**src/tcss_consts.vh**
```
`ifndef TCSS_CONSTS_VH
`define TCSS_CONSTS_VH
// Register address and reset value
`define TCSS_CLK_CTRL_ADDR   8'h8E
`define TCSS_CLK_CTRL_RESET  8'h00
// Field positions
`define TCSS_T3_UPPER_BIT    7
`define TCSS_T3_LOWER_BIT    6
`define TCSS_T2_UPPER_BIT    5
`define TCSS_T2_LOWER_BIT    4
`define TCSS_T1_SYSCLK_BIT   3
`define TCSS_T0_SYSCLK_BIT   2
`define TCSS_PRESCALE_HI     1
`define TCSS_PRESCALE_LO     0
// Prescale codes
`define TCSS_PS_DIV12        2'h0
`define TCSS_PS_DIV4         2'h1
`define TCSS_PS_DIV48        2'h2
`define TCSS_PS_EXT8         2'h3
// Division ratios
`define TCSS_DIV4            6'h04
`define TCSS_DIV12           6'h0C
`define TCSS_DIV48           6'h30
`define TCSS_EXT_DIV         3'h7
`endif

```
**src/tcss_clock_select.v**
```verilog
`timescale 1ns/10ps
`include "tcss_consts.vh"
module tcss_clock_select (
   input  wire       clk_i,
   input  wire       rstn_i,
   input  wire       sfr_wr_i,
   input  wire       sfr_rd_i,
   input  wire [7:0] sfr_addr_i,
   input  wire [7:0] sfr_wdata_i,
   output reg  [7:0] sfr_rdata_o,
   input  wire       ext_clk_i,
   input  wire       t0_pin_i,
   input  wire       t1_pin_i,
   input  wire       timer0_event_count_mode_i,
   input  wire       timer1_event_count_mode_i,
   input  wire       timer2_alt_clock_sel_i,
   input  wire       timer3_alt_clock_sel_i,
   output reg        timer0_tick_o,
   output reg        timer1_tick_o,
   output reg        timer2_lower_tick_o,
   output reg        timer2_upper_tick_o,
   output reg        timer3_lower_tick_o,
   output reg        timer3_upper_tick_o
);
   reg  [7:0] timer_clock_control_reg;
   reg  [2:0] ext_sync_reg;
   reg  [2:0] t0_sync_reg;
   reg  [2:0] t1_sync_reg;
   reg  [2:0] ext_cnt_reg;
   reg        ext_tick_reg;
   wire       div4_tick;
   wire       div12_tick;
   wire       div48_tick;
   wire       ext_rise;
   wire       t0_fall;
   wire       t1_fall;
   reg        prescale_tick;
   wire       alt2_tick;
   wire       alt3_tick;
   reg        timer0_tick_next;
   reg        timer1_tick_next;
   reg        timer2_lower_tick_next;
   reg        timer2_upper_tick_next;
   reg        timer3_lower_tick_next;
   reg        timer3_upper_tick_next;

   wire [1:0] prescale_select        =
              timer_clock_control_reg[`TCSS_PRESCALE_HI:`TCSS_PRESCALE_LO];
   wire       timer0_sysclk_sel      = timer_clock_control_reg[`TCSS_T0_SYSCLK_BIT];
   wire       timer1_sysclk_sel      = timer_clock_control_reg[`TCSS_T1_SYSCLK_BIT];
   wire       timer2_lower_clock_sel = timer_clock_control_reg[`TCSS_T2_LOWER_BIT];
   wire       timer2_upper_clock_sel = timer_clock_control_reg[`TCSS_T2_UPPER_BIT];
   wire       timer3_lower_clock_sel = timer_clock_control_reg[`TCSS_T3_LOWER_BIT];
   wire       timer3_upper_clock_sel = timer_clock_control_reg[`TCSS_T3_UPPER_BIT];

   // Pick between system clock (always enabled) and an alternate tick
   function pick;
      input sys_sel;
      input alt_tick;
      begin
         pick = sys_sel ? 1'b1 : alt_tick;
      end
   endfunction

   // Both strobes decode the same single address
   function reg_hit;
      input [7:0] addr;
      begin
         reg_hit = (addr == `TCSS_CLK_CTRL_ADDR);
      end
   endfunction

   ////////////////////////////////////////////////////////////////////////////
   // Register access; write and read on one edge returns the old value
   always @(posedge clk_i or negedge rstn_i) begin
      if (!rstn_i) begin
         timer_clock_control_reg <= `TCSS_CLK_CTRL_RESET;
      end else if (sfr_wr_i && reg_hit(sfr_addr_i)) begin
         timer_clock_control_reg <= sfr_wdata_i;
      end
   end

   // Read data is zero off-address so several sources can be ORed
   always @(posedge clk_i or negedge rstn_i) begin
      if (!rstn_i) begin
         sfr_rdata_o <= 8'h00;
      end else if (sfr_rd_i && reg_hit(sfr_addr_i)) begin
         sfr_rdata_o <= timer_clock_control_reg;
      end else begin
         sfr_rdata_o <= 8'h00;
      end
   end

   ////////////////////////////////////////////////////////////////////////////
   // Synchronizers; first stage feeds only the second
   always @(posedge clk_i or negedge rstn_i) begin
      if (!rstn_i) begin
         ext_sync_reg <= 3'h0;
         t0_sync_reg  <= 3'h7;
         t1_sync_reg  <= 3'h7;
      end else begin
         ext_sync_reg <= {ext_sync_reg[1:0], ext_clk_i};
         t0_sync_reg  <= {t0_sync_reg[1:0], t0_pin_i};
         t1_sync_reg  <= {t1_sync_reg[1:0], t1_pin_i};
      end
   end

   assign ext_rise = ext_sync_reg[1] & ~ext_sync_reg[2];
   assign t0_fall  = ~t0_sync_reg[1] & t0_sync_reg[2];
   assign t1_fall  = ~t1_sync_reg[1] & t1_sync_reg[2];

   ////////////////////////////////////////////////////////////////////////////
   // External clock divide by eight, counted in system-clock domain
   always @(posedge clk_i or negedge rstn_i) begin
      if (!rstn_i) begin
         ext_cnt_reg  <= 3'h0;
         ext_tick_reg <= 1'b0;
      end else begin
         ext_tick_reg <= 1'b0;
         if (ext_rise) begin
            ext_cnt_reg <= ext_cnt_reg + 3'h1;
            if (ext_cnt_reg == `TCSS_EXT_DIV) begin
               ext_tick_reg <= 1'b1;
            end
         end
      end
   end

   ////////////////////////////////////////////////////////////////////////////
   // System clock dividers; all free-running so switching is glitch free
   tcss_divider u_div4 (
      .clk_i   (clk_i),
      .rstn_i  (rstn_i),
      .step_i  (1'b1),
      .ratio_i (`TCSS_DIV4),
      .tick_o  (div4_tick)
   );

   tcss_divider u_div12 (
      .clk_i   (clk_i),
      .rstn_i  (rstn_i),
      .step_i  (1'b1),
      .ratio_i (`TCSS_DIV12),
      .tick_o  (div12_tick)
   );

   tcss_divider u_div48 (
      .clk_i   (clk_i),
      .rstn_i  (rstn_i),
      .step_i  (1'b1),
      .ratio_i (`TCSS_DIV48),
      .tick_o  (div48_tick)
   );

   // Shared Timer 0/1 tick; all sources keep running while unselected
   always @* begin
      case (prescale_select)
         `TCSS_PS_DIV12: prescale_tick = div12_tick;
         `TCSS_PS_DIV4:  prescale_tick = div4_tick;
         `TCSS_PS_DIV48: prescale_tick = div48_tick;
         `TCSS_PS_EXT8:  prescale_tick = ext_tick_reg;
         default:        prescale_tick = div12_tick;
      endcase
   end

   // Alternate clock for Timers 2 and 3
   assign alt2_tick = timer2_alt_clock_sel_i ? ext_tick_reg : div12_tick;
   assign alt3_tick = timer3_alt_clock_sel_i ? ext_tick_reg : div12_tick;

   ////////////////////////////////////////////////////////////////////////////
   // Next enable values; counter mode overrides the clock select bits
   always @* begin
      timer0_tick_next       = pick(timer0_sysclk_sel, prescale_tick);
      if (timer0_event_count_mode_i) begin
         timer0_tick_next    = t0_fall;
      end
      timer1_tick_next       = pick(timer1_sysclk_sel, prescale_tick);
      if (timer1_event_count_mode_i) begin
         timer1_tick_next    = t1_fall;
      end
      // Upper-byte enables run always; unsplit timers simply ignore them
      timer2_lower_tick_next = pick(timer2_lower_clock_sel, alt2_tick);
      timer2_upper_tick_next = pick(timer2_upper_clock_sel, alt2_tick);
      timer3_lower_tick_next = pick(timer3_lower_clock_sel, alt3_tick);
      timer3_upper_tick_next = pick(timer3_upper_clock_sel, alt3_tick);
   end

   ////////////////////////////////////////////////////////////////////////////
   // Registered enable outputs, one cycle behind the source tick
   always @(posedge clk_i or negedge rstn_i) begin
      if (!rstn_i) begin
         timer0_tick_o       <= 1'b0;
         timer1_tick_o       <= 1'b0;
         timer2_lower_tick_o <= 1'b0;
         timer2_upper_tick_o <= 1'b0;
         timer3_lower_tick_o <= 1'b0;
         timer3_upper_tick_o <= 1'b0;
      end else begin
         timer0_tick_o       <= timer0_tick_next;
         timer1_tick_o       <= timer1_tick_next;
         timer2_lower_tick_o <= timer2_lower_tick_next;
         timer2_upper_tick_o <= timer2_upper_tick_next;
         timer3_lower_tick_o <= timer3_lower_tick_next;
         timer3_upper_tick_o <= timer3_upper_tick_next;
      end
   end
endmodule

```
**src/tcss_divider.v**
```verilog
`timescale 1ns/10ps
// Free-running divider: one-cycle pulse every ratio_i enabled cycles
module tcss_divider (
   input  wire       clk_i,
   input  wire       rstn_i,
   input  wire       step_i,
   input  wire [5:0] ratio_i,
   output reg        tick_o
);
   reg [5:0] cnt_reg;

   always @(posedge clk_i or negedge rstn_i) begin
      if (!rstn_i) begin
         cnt_reg <= 6'h00;
         tick_o  <= 1'b0;
      end else begin
         tick_o <= 1'b0;
         if (step_i) begin
            if (cnt_reg >= ratio_i - 6'h01) begin
               cnt_reg <= 6'h00;
               tick_o  <= 1'b1;
            end else begin
               cnt_reg <= cnt_reg + 6'h01;
            end
         end
      end
   end
endmodule

```
**config.mk**
```make
export PLATFORM = sky130hd
export DESIGN_NAME = tcss_clock_select
export DESIGN_NICKNAME = d
export VERILOG_FILES = /design/src/tcss_clock_select.v /design/src/tcss_divider.v
export VERILOG_INCLUDE_DIRS = /design/src
export SDC_FILE = /design/constraint.sdc
export NUM_CORES = 1
export LEC_CHECK = 0
export BUFFER_PORTS_ARGS = -buffer_cell sky130_fd_sc_hd__buf_2
export CAP_MARGIN = 20
export CORE_UTILIZATION = 36
export CTS_CLUSTER_DIAMETER = 100
export CTS_CLUSTER_SIZE = 14
export DETAILED_ROUTE_END_ITERATION = 7
export GPL_TIMING_DRIVEN = 0
export PLACE_DENSITY = 0.65
export REMOVE_ABC_BUFFERS = 1
export SETUP_SLACK_MARGIN = 0.3
export SYNTH_ARGS = -nofsm -noshare
export SYNTH_HDL_FRONTEND = slang
export SYNTH_HIERARCHICAL = 1
export SYNTH_SLANG_ARGS = --single-unit
```
**constraint.sdc**
```tcl
create_clock -name clk_i -period 1.8 [get_ports clk_i]
set_input_delay 0.09 -clock clk_i [delete_from_list [all_inputs] [get_ports clk_i]]
set_output_delay 0.09 -clock clk_i [all_outputs]
set_load 0.005 [all_outputs]
```
; ---- Yosys cells after proc, flatten, opt, wreduce, memory -nomap -nowiden
; Cells that the tools add are included.
[totals]
ff_bits = 56
latchBits = 0
ramBits = 0
romBits = 0
in_bits = 27
out_inout_bits = 14
word_cells = 60
n_memories = 0
[op_classes]
add_sub_neg = 4
multipliers = 0
div = 0
magnitude_cmp = 3
eq_ne = 5
n_shift = 0
mux = 20
n_bitwise = 6
reduce_logical = 3
[ops]
columns = op, n
row1 = 6-bit by 1-bit adder with 6-bit output (second input constant), 3
row2 = 6-bit 2-to-1 mux, 3
row3 = 1-bit 2-to-1 mux, 15
row4 = 8-bit == test (second input constant), 1
row5 = 8-bit 2-to-1 mux, 1
row6 = 6-bit by 2-bit greater-or-equal comparator with 1-bit output (second input constant), 1
row7 = 6-bit by 4-bit greater-or-equal comparator with 1-bit output (second input constant), 1
row8 = 6-bit greater-or-equal comparator (second input constant), 1
row9 = 2-bit == test (second input constant), 2
row10 = 1-bit one-hot mux with 4 select lines, 1
row11 = 3-bit by 1-bit adder with 3-bit output (second input constant), 1
row12 = 1-bit AND, 3
row13 = 3-bit == test (second input constant), 1
row14 = 1-bit NOT, 3
row15 = 2-bit by 1-bit == test with 1-bit output (second input constant), 1
row16 = 1-bit logical AND, 2
row17 = 2-bit logical NOT, 1

; ---- Logic depth before layout (Yosys ltp)
; Gate-level depths: netlist of run 1.
[depth]
depth_word = 4
depth_mapped = 9
ltp_nobuf = 9

; ---- By module
; The synthesis of run 1 kept the hierarchy.
[by_module_without_submodules]
columns = mod, instances, cells_each, area_per_inst_um2, seq_area_each_um2
row1 = tcss_divider, 3, 59, 595.6, 175.2
row2 = tcss_clock_select, 1, 77, 1258.7, 883.3

; ---- Worst setup path before layout of run 1
; Ideal clock, no wire load.
[synth_path]
path_kind = flip-flop to flip-flop
startpoint = register u_div12.cnt_reg[0]
endpoint = register u_div12.tick_o
setup_ns = 0.119
arrival_time_ns = 1.288
required_ns = 1.681
setup_slack_ns = 0.393
stages_incl_launch_ff = 7
path_buffers = 0
synth_period_minus_slack_ns = 1.407
path_cell_list = dfrtp_1 -> inv_1 -> ha_1 -> nand2b_4 -> a21oi_4 -> o21ai_2 -> and2_1
[synth_between]
elab_chain_len = 2
[synth_rtl]
columns = element, line
row1 = "start, declared", tcss_divider.v:10  ; reg [5:0] cnt_reg;
row2 = "start signal, assigned", tcss_divider.v:23  ; cnt_reg <= cnt_reg + 6'h01;
row3 = 6-bit by 4-bit greater-or-equal comparator with 1-bit output, tcss_divider.v:19  ; if (cnt_reg >= ratio_i - 6'h01) begin
row4 = 1-bit 2-to-1 mux, tcss_divider.v:19
row5 = "end signal, assigned", tcss_divider.v:15  ; tick_o <= 1'b0;
row6 = "end signal, assigned", tcss_divider.v:17  ; tick_o <= 1'b0;
row7 = "end signal, assigned", tcss_divider.v:21  ; tick_o <= 1'b1;
row8 = "end, declared", tcss_divider.v:8  ; output reg tick_o
; No other way between the ends.
; A chain may end at the register's enable or synchronous reset.

; ---- Worst setup path after layout of run 1
[layout_path]
startpoint = register u_div4.cnt_reg[3]
endpoint = register u_div4.tick_o
[layout_between]
elab_chain_len = 2
[layout_rtl]
columns = element, line
row1 = "start, declared", tcss_divider.v:10
row2 = "start signal, assigned", tcss_divider.v:23
row3 = 6-bit by 2-bit greater-or-equal comparator with 1-bit output, tcss_divider.v:19
row4 = 1-bit 2-to-1 mux, tcss_divider.v:19
row5 = "end signal, assigned", tcss_divider.v:15
row6 = "end signal, assigned", tcss_divider.v:17
row7 = "end signal, assigned", tcss_divider.v:21
row8 = "end, declared", tcss_divider.v:8
; No other way between the ends.

==> impl_summary.md, run 1 <==
Global routing
The via count of the first global-routing pass is 2,009. Global routing finished with a remaining overflow of 0. The number of antenna violations at the first check in global routing is 0. Across every metal layer, demand over resource in global routing totals 0.119.

Entering global routing, the biggest net connects 39 pins. The wire length of the first global-routing pass is 8400 um.

STA
The final period demand of the worst path is 1.48 ns. The total negative setup slack is 0 ns. Setup repair after global routing could not meet its margin everywhere. The max-slew violation total from the final report is 0. The maximum clock rate is 677 MHz. The count of endpoints failing hold in the final timing report is 0.

For the final database, setup skew stands at 0.00988 ns. Setup violations remaining at the end of the flow were counted as 0. The final period utilization is 0.820.

Floorplan
The horizontal die dimension is 94.0 um. The die is 94.0 um tall. The number of cell rows is 33. The top-level port count is 41. The starting density of the core is 0.371. The area enclosed by the die boundary is 8830 um^2. The floorplan step defined a core boundary enclosing 8220 um^2.

Setup path
The critical path is of the register to register type. The worst register-to-register path has a setup slack of 0.32 ns. The destination of the critical timing path is u_div4/tick_o. Of all nets on the critical path, the largest fanout is 4.

The startpoint identified for the worst register-to-register timing path is u_div4/cnt_reg[3]. The worst setup path is launched from a register. The required time of the critical path is 2.05 ns. The arrival time of data at the critical path endpoint is 1.73 ns. The critical path launch point is u_div4/cnt_reg[3]. The end of the worst register-to-register path is u_div4/tick_o.

The kind of capture point of the worst setup path is a register. The worst register-to-register path has a depth of 4.

Routing
The met3 wirelength from detailed routing is 233 um. The met2 routed wirelength is 2480 um. In the routed design, unresolved DRC markers number 0. For this block, the initial DRC count from the detailed router was 54. The total routed wirelength is 5040 um. Dividing the detail-routed wire length by the instance count gives 10.6 um. The highest metal layer carrying signal wires in the routed design is met4. Using the TritonRoute via totals, the vias-per-cell ratio works out to 4.51. Across all layers, the routed design uses 2,138 vias.

In this run the remaining antenna-violating nets after routing total 0. The routed metal-1 wirelength is 2270 um. The iteration count of the initial detailed-routing pass is 4.

Yosys
The Yosys warning count is 6. After synthesis, the mean cell area works out to 12.0 um^2. The biggest area contributor in the post-synthesis netlist is dfrtp_1. The synthesized instance count is 254. By area the synthesized netlist is led by dfrtp_1, ha_1, dfstp_2. The synthesized design contains 56 register bits. The synthesized cell area is 3050 um^2.

The sequential element share of the synthesized area is 0.463. Synthesis instantiated 38 different standard cells from the library. The proportion of netlist area held by the largest area contributor is 0.411.

Clock network
The clock network latency to the later pin of the worst-skew pair is 0.31 ns. TritonCTS built the clock tree. The count of clock tree sinks is 56. In this run, CTS created clock tree buffers numbering 5. The library cell used as clock root buffer is clkbuf_8. Counting along the longest clock path gives a buffer depth of 2.

After clock tree synthesis, the clock-pin slew on the worst setup and hold paths is 0.11 ns. The number of H-tree levels is 2.

Final layout
In the final layout, the share of cells above drive strength 1 is 0.328. The finished cells cover 3870 um^2. The number of antenna diodes in the final layout is 0. Leaving out fill and tap cells, the most frequent cells in the layout are dfrtp_1, conb_1, buf_2. The sequential cell area is 1410 um^2. The area occupied by multi-input gates is 1760 um^2. The most frequent standard cell in the layout excluding fill and tap cells is dfrtp_1. Fill cells in the final layout number 750.

The number of nets in the layout is 421. From synthesis to final layout, the design area changed by 27.2%.

Placed design
After legalization and detailed placement, the total HPWL measured 3710 um. Once placement finished, the instance area stood at 3520 um^2. The placer congestion estimate is 0.785. Port buffering added 40 buffers.

Flow run
The max capacitance violation total is 0.

Min path
The depth of the worst hold-timing path is 2. In this run the worst hold path is classified as primary input to register.

Power and ir drop
The power density over the cells is 996 nW/um^2. IR analysis of the VDD net gives a maximum drop of 0.559 mV. In this run the static leakage power is 1.89 nW.

Outcome
The flow ran to the end, and the final reports show no timing, DRC or antenna violations.
==> synth_stat cells <==
cell	n
xnor2_1	9
o211ai_1	3
and4b_1	1
o2111ai_1	3
a21oi_2	3
nand4_4	3
o211ai_2	3
nor3_1	8
mux2_2	10
nand2b_4	3
mux4_2	1
nor2b_1	1
dfstp_2	6
nand2_1	18
nand3_1	6
a21oi_4	3
o2bb2ai_1	3
nand4_1	3
dfrtp_1	50
o21a_2	3
nor4b_4	1
nand2b_1	6
a21o_2	3
and3_2	1
a21oi_1	11
o21ai_2	3
conb_1	2
nor2_1	9
and2_1	12
xor2_1	10
mux2i_1	5
inv_1	12
buf_6	3
nor2_4	3
nand3_4	1
or2_1	3
o311ai_1	3
ha_1	26
==> kinds of logic (layout without fill, tap and decap cells) <==
group | Yosys count | after routing | synth area share
simple gates | 79 | 79 | 0.173
flops | 56 | 56 | 0.463
compound gates | 41 | 41 | 0.114
fa+ha+maj | 26 | 26 | 0.107
xor+xnor | 19 | 19 | 0.0546
mux | 16 | 16 | 0.0608
buf+inv | 15 | 87 | 0.0259
other cells | 2 | 45 | 0.00247
==> cell type report <==
type,count,share of cell area
Timing Repair Buffer,67,0.112
Tap cell,105,0.0339
Inverter,12,0.0116
Clock inverter,3,0.00581
Clock buffer,5,0.0178
Sequential cell,56,0.364
Multi-Input combinational cell,226,0.454
==> per-stage QoR <==
| step | utilization | total power [mW] | std cells | worst slack [ns] | hold slack, ns |
|---|---|---|---|---|---|
| after floorplan | - | 2.65 | 294 | 0.393 | -0.206 |
| after global placement | 0.427 | 2.88 | 439 | 0.293 | 0.195 |
| after detailed placement | 0.429 | 2.92 | 440 | 0.298 | 0.0484 |
| after CTS | 0.453 | 3.69 | 459 | 0.321 | 0.000770 |
| after global routing | 0.472 | 4.17 | 474 | 0.235 | 0.00131 |
| final | 0.472 | 3.86 | 474 | 0.323 | 0.00708 |
==> report_power, final <==
part / switching [mW] / leakage [nW] / total (mW) / internal (mW)
clock: 0.423 / 0.0485 / 0.703 / 0.280
combinational: 0.711 / 1.13 / 1.46 / 0.750
sequential: 0.198 / 0.712 / 1.70 / 1.50
==> metal layers <==
metal / global-route usage / vias up
li1: - / 1076
met1: 0.142 / 1009
met2: 0.209 / 46
met3: 0.0316 / 7
met4: 0.0346 / 0
met5: 0 / -
==> what timing repair did <==
| item | in CTS | in global routing |
|---|---|---|
| resized for setup | 0 | 7 |
| hold endpoints to repair | 22 | 0 |
| buffers inserted | 3 | 15 |
| pin swaps | 0 | 18 |
| endpoints found under the setup margin | 6 | 19 |
| hold buffers | 8 | 0 |
==> worst max-delay path, cell delays in order, from the launching register on <==
cell	delay, ns
dfrtp_1	0.45
ha_4	0.29
nand4_1	0.21
o21ai_2	0.30
and2_1	0.16
==> worst min-delay path by stage <==
stage / slack [ns] / startpoint / to
after floorplan: -0.21 / rstn_i / ext_cnt_reg[0]
final: 0.007 / sfr_wdata_i[4] / timer_clock_control_reg[4]
after CTS: 0.0008 / sfr_wdata_i[4] / timer_clock_control_reg[4]
after global routing: 0.001 / sfr_wdata_i[7] / timer_clock_control_reg[7]
after global placement: 0.20 / t0_pin_i / t0_sync_reg[0]
after detailed placement: 0.05 / rstn_i / timer3_lower_tick_o
No activity file was read; power rests on OpenSTA's default activity.
==> run 2: changes to the inputs <==
==> constraint.sdc (replaced) <==
create_clock -name clk_i -period 1.45 [get_ports clk_i]
set_input_delay 0.0725 -clock clk_i [delete_from_list [all_inputs] [get_ports clk_i]]
set_output_delay 0.0725 -clock clk_i [all_outputs]
set_load 0.005 [all_outputs]
==> run 2 against run 1 <==
Worst hold slack better by 0.027 ns. Die area unchanged. Maximum frequency up 4.0%. Power up 32%. Combinational power up 47%. Clock skew about the same. Final cell count up 2.3%. Count of clock-buffer cells in the layout unchanged. Register-to-register slack worse by 0.29 ns. Cell area up 5.7%. Global-route usage up 1.0 points. Non-clock buffer count up 11. Critical path type unchanged. Critical endpoint unchanged.
==> impl_summary.md, run 2 (synthesis results as in run 1) <==
Outcome
The run finished with clean final reports.

Placed design
The placer congestion estimate is 0.785. Port buffering added 40 buffers. After legalization and detailed placement, the total HPWL measured 3710 um.

Final layout
The top cell types in the final layout, fill and taps aside, are dfrtp_1, conb_1, buf_2. The share of the core filled with cells in the final layout is 0.499. The antenna diode count is 0. The layout cell share with drive strength beyond 1 is 0.379.

In the final design database the tool counted 432 nets. The area added between synthesis and finish is 34.6%. The count of filler cells inserted in the layout is 744.

Floorplan
The core region is 8220 um^2. For this configuration, the core starts out at a cell density of 0.371. The area enclosed by the die boundary is 8830 um^2. After floorplanning, the core was divided into 33 placement rows. During I/O placement, the number of pins put on the boundary was 41. The horizontal die dimension is 94.0 um. The floorplan step set the die height to 94.0 um.

STA
The count of endpoints failing hold in the final timing report is 0. Setup repair after global routing could not meet its margin everywhere. Setup violations remaining at the end of the flow were counted as 0. The smallest hold slack is 0.0343 ns. Of the available clock period, the critical path in the final layout requires 0.980. For the finished layout, the period the worst path requires is 1.42 ns.

The maximum clock rate is 704 MHz. For the final database, setup skew stands at 0.00989 ns. The max-slew violation total from the final report was 0.

Power and ir drop
Dividing total power by cell area gives a power density of 1240 nW/um^2. The peak supply drop is 0.694 mV. The cell leakage power is 1.95 nW.

Clock network
In this run the deepest clock path goes through 2 buffers. Counting the buffers created by CTS gives 5. In this run the number of H-tree levels came out at 2. The cell sitting at the root of the clock tree is a clkbuf_8. The clock tree from TritonCTS is yes. The later pin in the worst-skew pair is clocked with a latency of 0.31 ns. The clock transition at the registers of the reported paths is 0.11 ns. The count of clock tree sinks is 56.

Setup path
The worst setup path is captured at a register. The critical path is of the register to register type. The critical path startpoint category is a register.

The required time of the critical path is 1.70 ns. In this run the worst path has a maximum fanout of 4. The arrival time of data at the critical path endpoint is 1.67 ns.

Global routing
The wire length of the first global-routing pass is 9110 um. Entering global routing, the biggest net connects 39 pins. The via count of the first global-routing pass is 2,136.

For this run the aggregate overflow at the end of global routing stands at 0. The number of antenna violations at the first check in global routing was 0. For this run, the total global-route usage over all layers was measured as 0.129.

Routing
Across all layers, the routed design uses 2,175 vias. The number of nets with antenna violations after detailed routing is 0. The detail-routed net length per standard cell is 11.1 um.

The detail-routed via count per cell is 4.48. For this block, the initial DRC count from the detailed router was 55. The first detailed-routing pass ran for 4 iterations. For this block, the routed nets add up to 5390 um of wire. In the routed design, unresolved DRC markers number 0.

Min path
The path class of the lowest-slack min-delay path is primary input to register.

Flow run
The max capacitance violation total is 0.
run 2: changes by cell type in the layout (fill, tap and decap cells not counted), moves of 2 or more:
| cell | previous run | this run |
|---|---|---|
| buf_4 | 18 | 23 |
| dlygate4sd3_1 | 8 | 14 |
| nor3_1 | 8 | 6 |
| dfrtp_1 | 48 | 45 |
| inv_1 | 11 | 9 |
| nor3_2 | 0 | 2 |
| inv_2 | 1 | 3 |
| ha_1 | 23 | 15 |
| dfrtp_2 | 2 | 5 |
| ha_4 | 3 | 10 |
run 2: critical path, stage by stage, from the launching register on:
cell,delay (ns)
dfrtp_1,0.43
ha_4,0.28
nand4_1,0.21
o21ai_2,0.28
and2_1,0.16
run 2: area by class of cell:
class	instances	area, um^2	area share
sequential	56	1420	0.345
clock buffer	5	68.8	0.0168
timing repair buffer	78	533	0.130
inverter	12	45.0	0.0110
clock inverter	3	22.5	0.00550
multi-input combinational	226	1880	0.459
tap	105	131	0.0321
run 2: layer usage:
layer | share of wire | GRT usage | up-vias
met2 | 0.50 | 0.229 | 37
met1 | 0.46 | 0.156 | 1033
met3 | 0.035 | 0.0299 | 6
met4 | 0.0087 | 0.0346 | 0
li1 | - | - | 1099
met5 | 0 | 0 | -
run 2: stage by stage:
stage | TNS (ns) | area [um^2] | power (mW) | setup slack [ns] | cells
2_1_floorplan | 0 | 3170 | 3.29 | 0.0431 | 294
3_3_place_gp | -0.211 | 3500 | 3.57 | -0.0569 | 439
3_5_place_dp | -0.280 | 3520 | 3.63 | -0.0519 | 440
4_1_cts | 0 | 3990 | 4.94 | 0.0168 | 481
5_1_grt | -0.648 | 4100 | 5.50 | -0.0884 | 485
6_report | 0 | 4100 | 5.10 | 0.0295 | 485
run 2: path summary, 6_finish.rpt:
check	to	startpoint	depth (start not counted)	slack (ns)
setup / recovery	u_div4/tick_o	u_div4/cnt_reg[3]	4	0.03
setup reg to reg	u_div4/tick_o	u_div4/cnt_reg[3]	4	0.03
hold / removal	timer2_upper_tick_o	timer2_alt_clock_sel_i	3	0.03
max in group asynchronous	t0_sync_reg[0]	rstn_i	3	0.63
hold reg to reg	t1_sync_reg[1]	t1_sync_reg[0]	0	0.36
min in group asynchronous	timer3_lower_tick_o	rstn_i	2	0.22
run 2: power breakdown:
| part | internal [mW] | switching (mW) |
|---|---|---|
| clock network | 0.348 | 0.530 |
| logic | 1.11 | 1.03 |
| registers | 1.87 | 0.214 |
run 2: timing repair:
action,in CTS,in global routing
pin swaps,32,15
hold buffers,14,0
buffers inserted,19,4
cloned,0,0
endpoints found under the setup margin,24,25
gates resized for setup,18,9
endpoints found under the hold margin,31,0
==> run 3: changes to the inputs <==
--- a/config.mk
+++ b/config.mk
@@ -13,7 +13,7 @@
 export CTS_CLUSTER_SIZE = 14
 export DETAILED_ROUTE_END_ITERATION = 7
 export GPL_TIMING_DRIVEN = 0
-export PLACE_DENSITY = 0.65
+export PLACE_DENSITY = 0.57
 export REMOVE_ABC_BUFFERS = 1
 export SETUP_SLACK_MARGIN = 0.3
 export SYNTH_ARGS = -nofsm -noshare
==> run 3 against run 2 <==
Die area did not move. Sequential cell count did not move. First-iteration DRC count fell by 49%. Clock skew fell by 0.00051 ns. Final cell count rose by 1.0%.
==> impl_summary.md, run 3 (synthesis results as in run 1) <==
Outcome
The flow ran to the end, and the final reports show no timing, DRC or antenna violations.

Setup path
At the worst endpoint, the arrival time is 1.64 ns. The delay of the slowest cell on the worst path is 0.40 ns. The signal on the critical path passes through inv_2, ha_4, nand2b_4, a21oi_4, buf_4, o21ai_4, and2_1. STA classifies the critical path endpoint as a register.

The required time of the critical path is 1.66 ns. The slowest library cell on the worst path is dfrtp_1. The critical path is of the register to register type. STA classifies the critical path startpoint as a register. The maximum fanout count along the critical path is 4.

Final layout
The area added between synthesis and finish is 38.6%. The final instance area is 4220 um^2. Leaving out fill and tap cells, the most frequent cells in the layout are conb_1, dfrtp_1, buf_2. For this run, the post-layout net count is 437.

Of the cells placed in the final design, the portion with a size suffix greater than 1 is 0.410. Fill cells in the final layout number 728. Leaving out fill and tap cells, the most frequent cell in the layout is conb_1. Once layout is complete, the utilization of the core stands at 0.514.

The antenna diode count is 0.

Global routing
The number of antenna violations at the first check in global routing is 0. Across every metal layer, demand over resource in global routing totals 0.138. The wire length of the first global-routing pass is 9550 um. The pin count of the biggest net entering global routing is 36.

The global route total overflow is 0. The via count of the first global-routing pass was 2,178.

Placed design
Summing all placed instances gives a cell area of 3530 um^2. The count of buffers from port buffering is 40. At the placement stage, the worst setup path has a slack of -0.0717 ns.

The placer congestion estimate is 0.788. After legalization and detailed placement, the total HPWL measured 3820 um.

Clock network
The library cell used as clock root buffer is clkbuf_8. The clock network latency to the later pin of the worst-skew pair is 0.31 ns. Counting along the longest clock path gives a buffer depth of 2. The number of buffers created by CTS is 5.

The clock net in this run drives a total of 56 sinks. The clock tree synthesis step divided the H-tree into 2 levels. The clock transition at the registers of the reported paths is 0.11 ns. The clock tree from TritonCTS is yes.

Floorplan
The area enclosed by the die boundary is 8830 um^2. The horizontal die dimension is 94.0 um. The number of cell rows is 33. During I/O placement, the number of pins put on the boundary was 41.

From bottom edge to top edge, the die measures 94.0 um. The initial utilization of the core area, before any placement, comes to 0.371. The total area inside the core boundary comes to 8220 um^2.

Routing
The routed design has 5580 um of wire. The number of nets with antenna violations after detailed routing is 0. In this run, the number of DRC markers left after iteration 0 of detailed routing was 28.

Before antenna repair, the detailed router went through 4 iterations. The total via count in the routed design is 2,158. After detailed routing, the number of remaining DRC violations is 0. In the routed layout, each cell is associated on average with a via count of 4.40. The detail-routed net length per standard cell is 11.4 um.

Power and ir drop
The design draws 5.35 mW. The worst-case IR drop observed on VDD is 0.571 mV. Power spread over the standard cell area amounts to 1270 nW/um^2. The cell leakage power is 1.99 nW.

STA
The worst pin sits at a relative slew slack of 0.655. The max-slew violation total from the final report was 0. The final period utilization is 0.984. Setup repair after global routing could not meet its margin everywhere.

The worst-case setup margin in the final layout is 0.0236 ns. Hold is met by 0.00784 ns. The maximum clock rate is 701 MHz. The transition time at the pin with the least slew margin is 0.517 ns. Between clock sinks in the finished design, the worst skew comes to 0.00938 ns. The count of endpoints failing hold in the final timing report is 0. Setup violations remaining at the end of the flow were counted as 0.

The final period demand of the worst path is 1.43 ns.

Flow run
The max capacitance violation total is 0.

Min path
The path class of the lowest-slack min-delay path is primary input to register.
[run 3: metal layers]
layer / share of wire / track usage / vias up
met3: 0.041 / 0.0283 / 6
met1: 0.45 / 0.163 / 1005
met4: 0.0095 / 0.0308 / 0
met5: 0 / 0 / -
met2: 0.50 / 0.254 / 41
li1: - / - / 1106
[run 3: path summary, 6_finish.rpt]
path | cells past startpoint | slack (ns) | to | from
hold / removal | 2 | 0.008 | timer_clock_control_reg[4] | sfr_wdata_i[4]
hold reg to reg | 0 | 0.36 | ext_sync_reg[1] | ext_sync_reg[0]
max in group asynchronous | 3 | 0.66 | u_div48/cnt_reg[1] | rstn_i
setup reg to reg | 7 | 0.02 | u_div48/tick_o | u_div48/cnt_reg[0]
setup / recovery | 7 | 0.02 | u_div48/tick_o | u_div48/cnt_reg[0]
min in group asynchronous | 2 | 0.29 | u_div12/cnt_reg[0] | rstn_i
[run 3: power by group]
part           total (mW)  leakage (nW)  internal [mW]  switching [mW]
combinational        2.37          1.24           1.24            1.13
clock               0.899        0.0463          0.356           0.543
sequential           2.08         0.707           1.87           0.210
total                5.35          1.99           3.46            1.89
[run 3: area by class of cell]
type                            instances  area (um^2)  share of cell area
Sequential cell                        56         1420               0.336
Multi-Input combinational cell        226         1950               0.461
Clock buffer                            5         68.8              0.0163
Inverter                               12         45.0              0.0107
Timing Repair Buffer                   83          587               0.139
Tap cell                              105          131              0.0311
Clock inverter                          3         27.5             0.00652
[run 3: per-stage QoR]
step	setup TNS (ns)	cells
detailed placement	-0.587	440
global route	-0.147	490
floorplan	0	294
CTS	-0.0317	484
finish	0	490
global placement	-0.292	439
[run 3: worst max-delay path, delay by kind of cell, from the launching register on]
kind                       cells  cell delay, ns
AOI/OAI and AO/OA              2            0.24
buffers and inverters          2            0.21
adders and majority gates      1            0.19
DFF                            1            0.40
and+or+nand+nor                2            0.29
[run 3: what timing repair did]
| action | CTS | global route |
|---|---|---|
| resized for setup | 33 | 10 |
| endpoints found under the hold margin | 39 | 0 |
| pin swaps | 35 | 13 |
| setup endpoints to repair | 24 | 27 |
| hold buffers | 12 | 0 |
| buffers inserted | 24 | 6 |
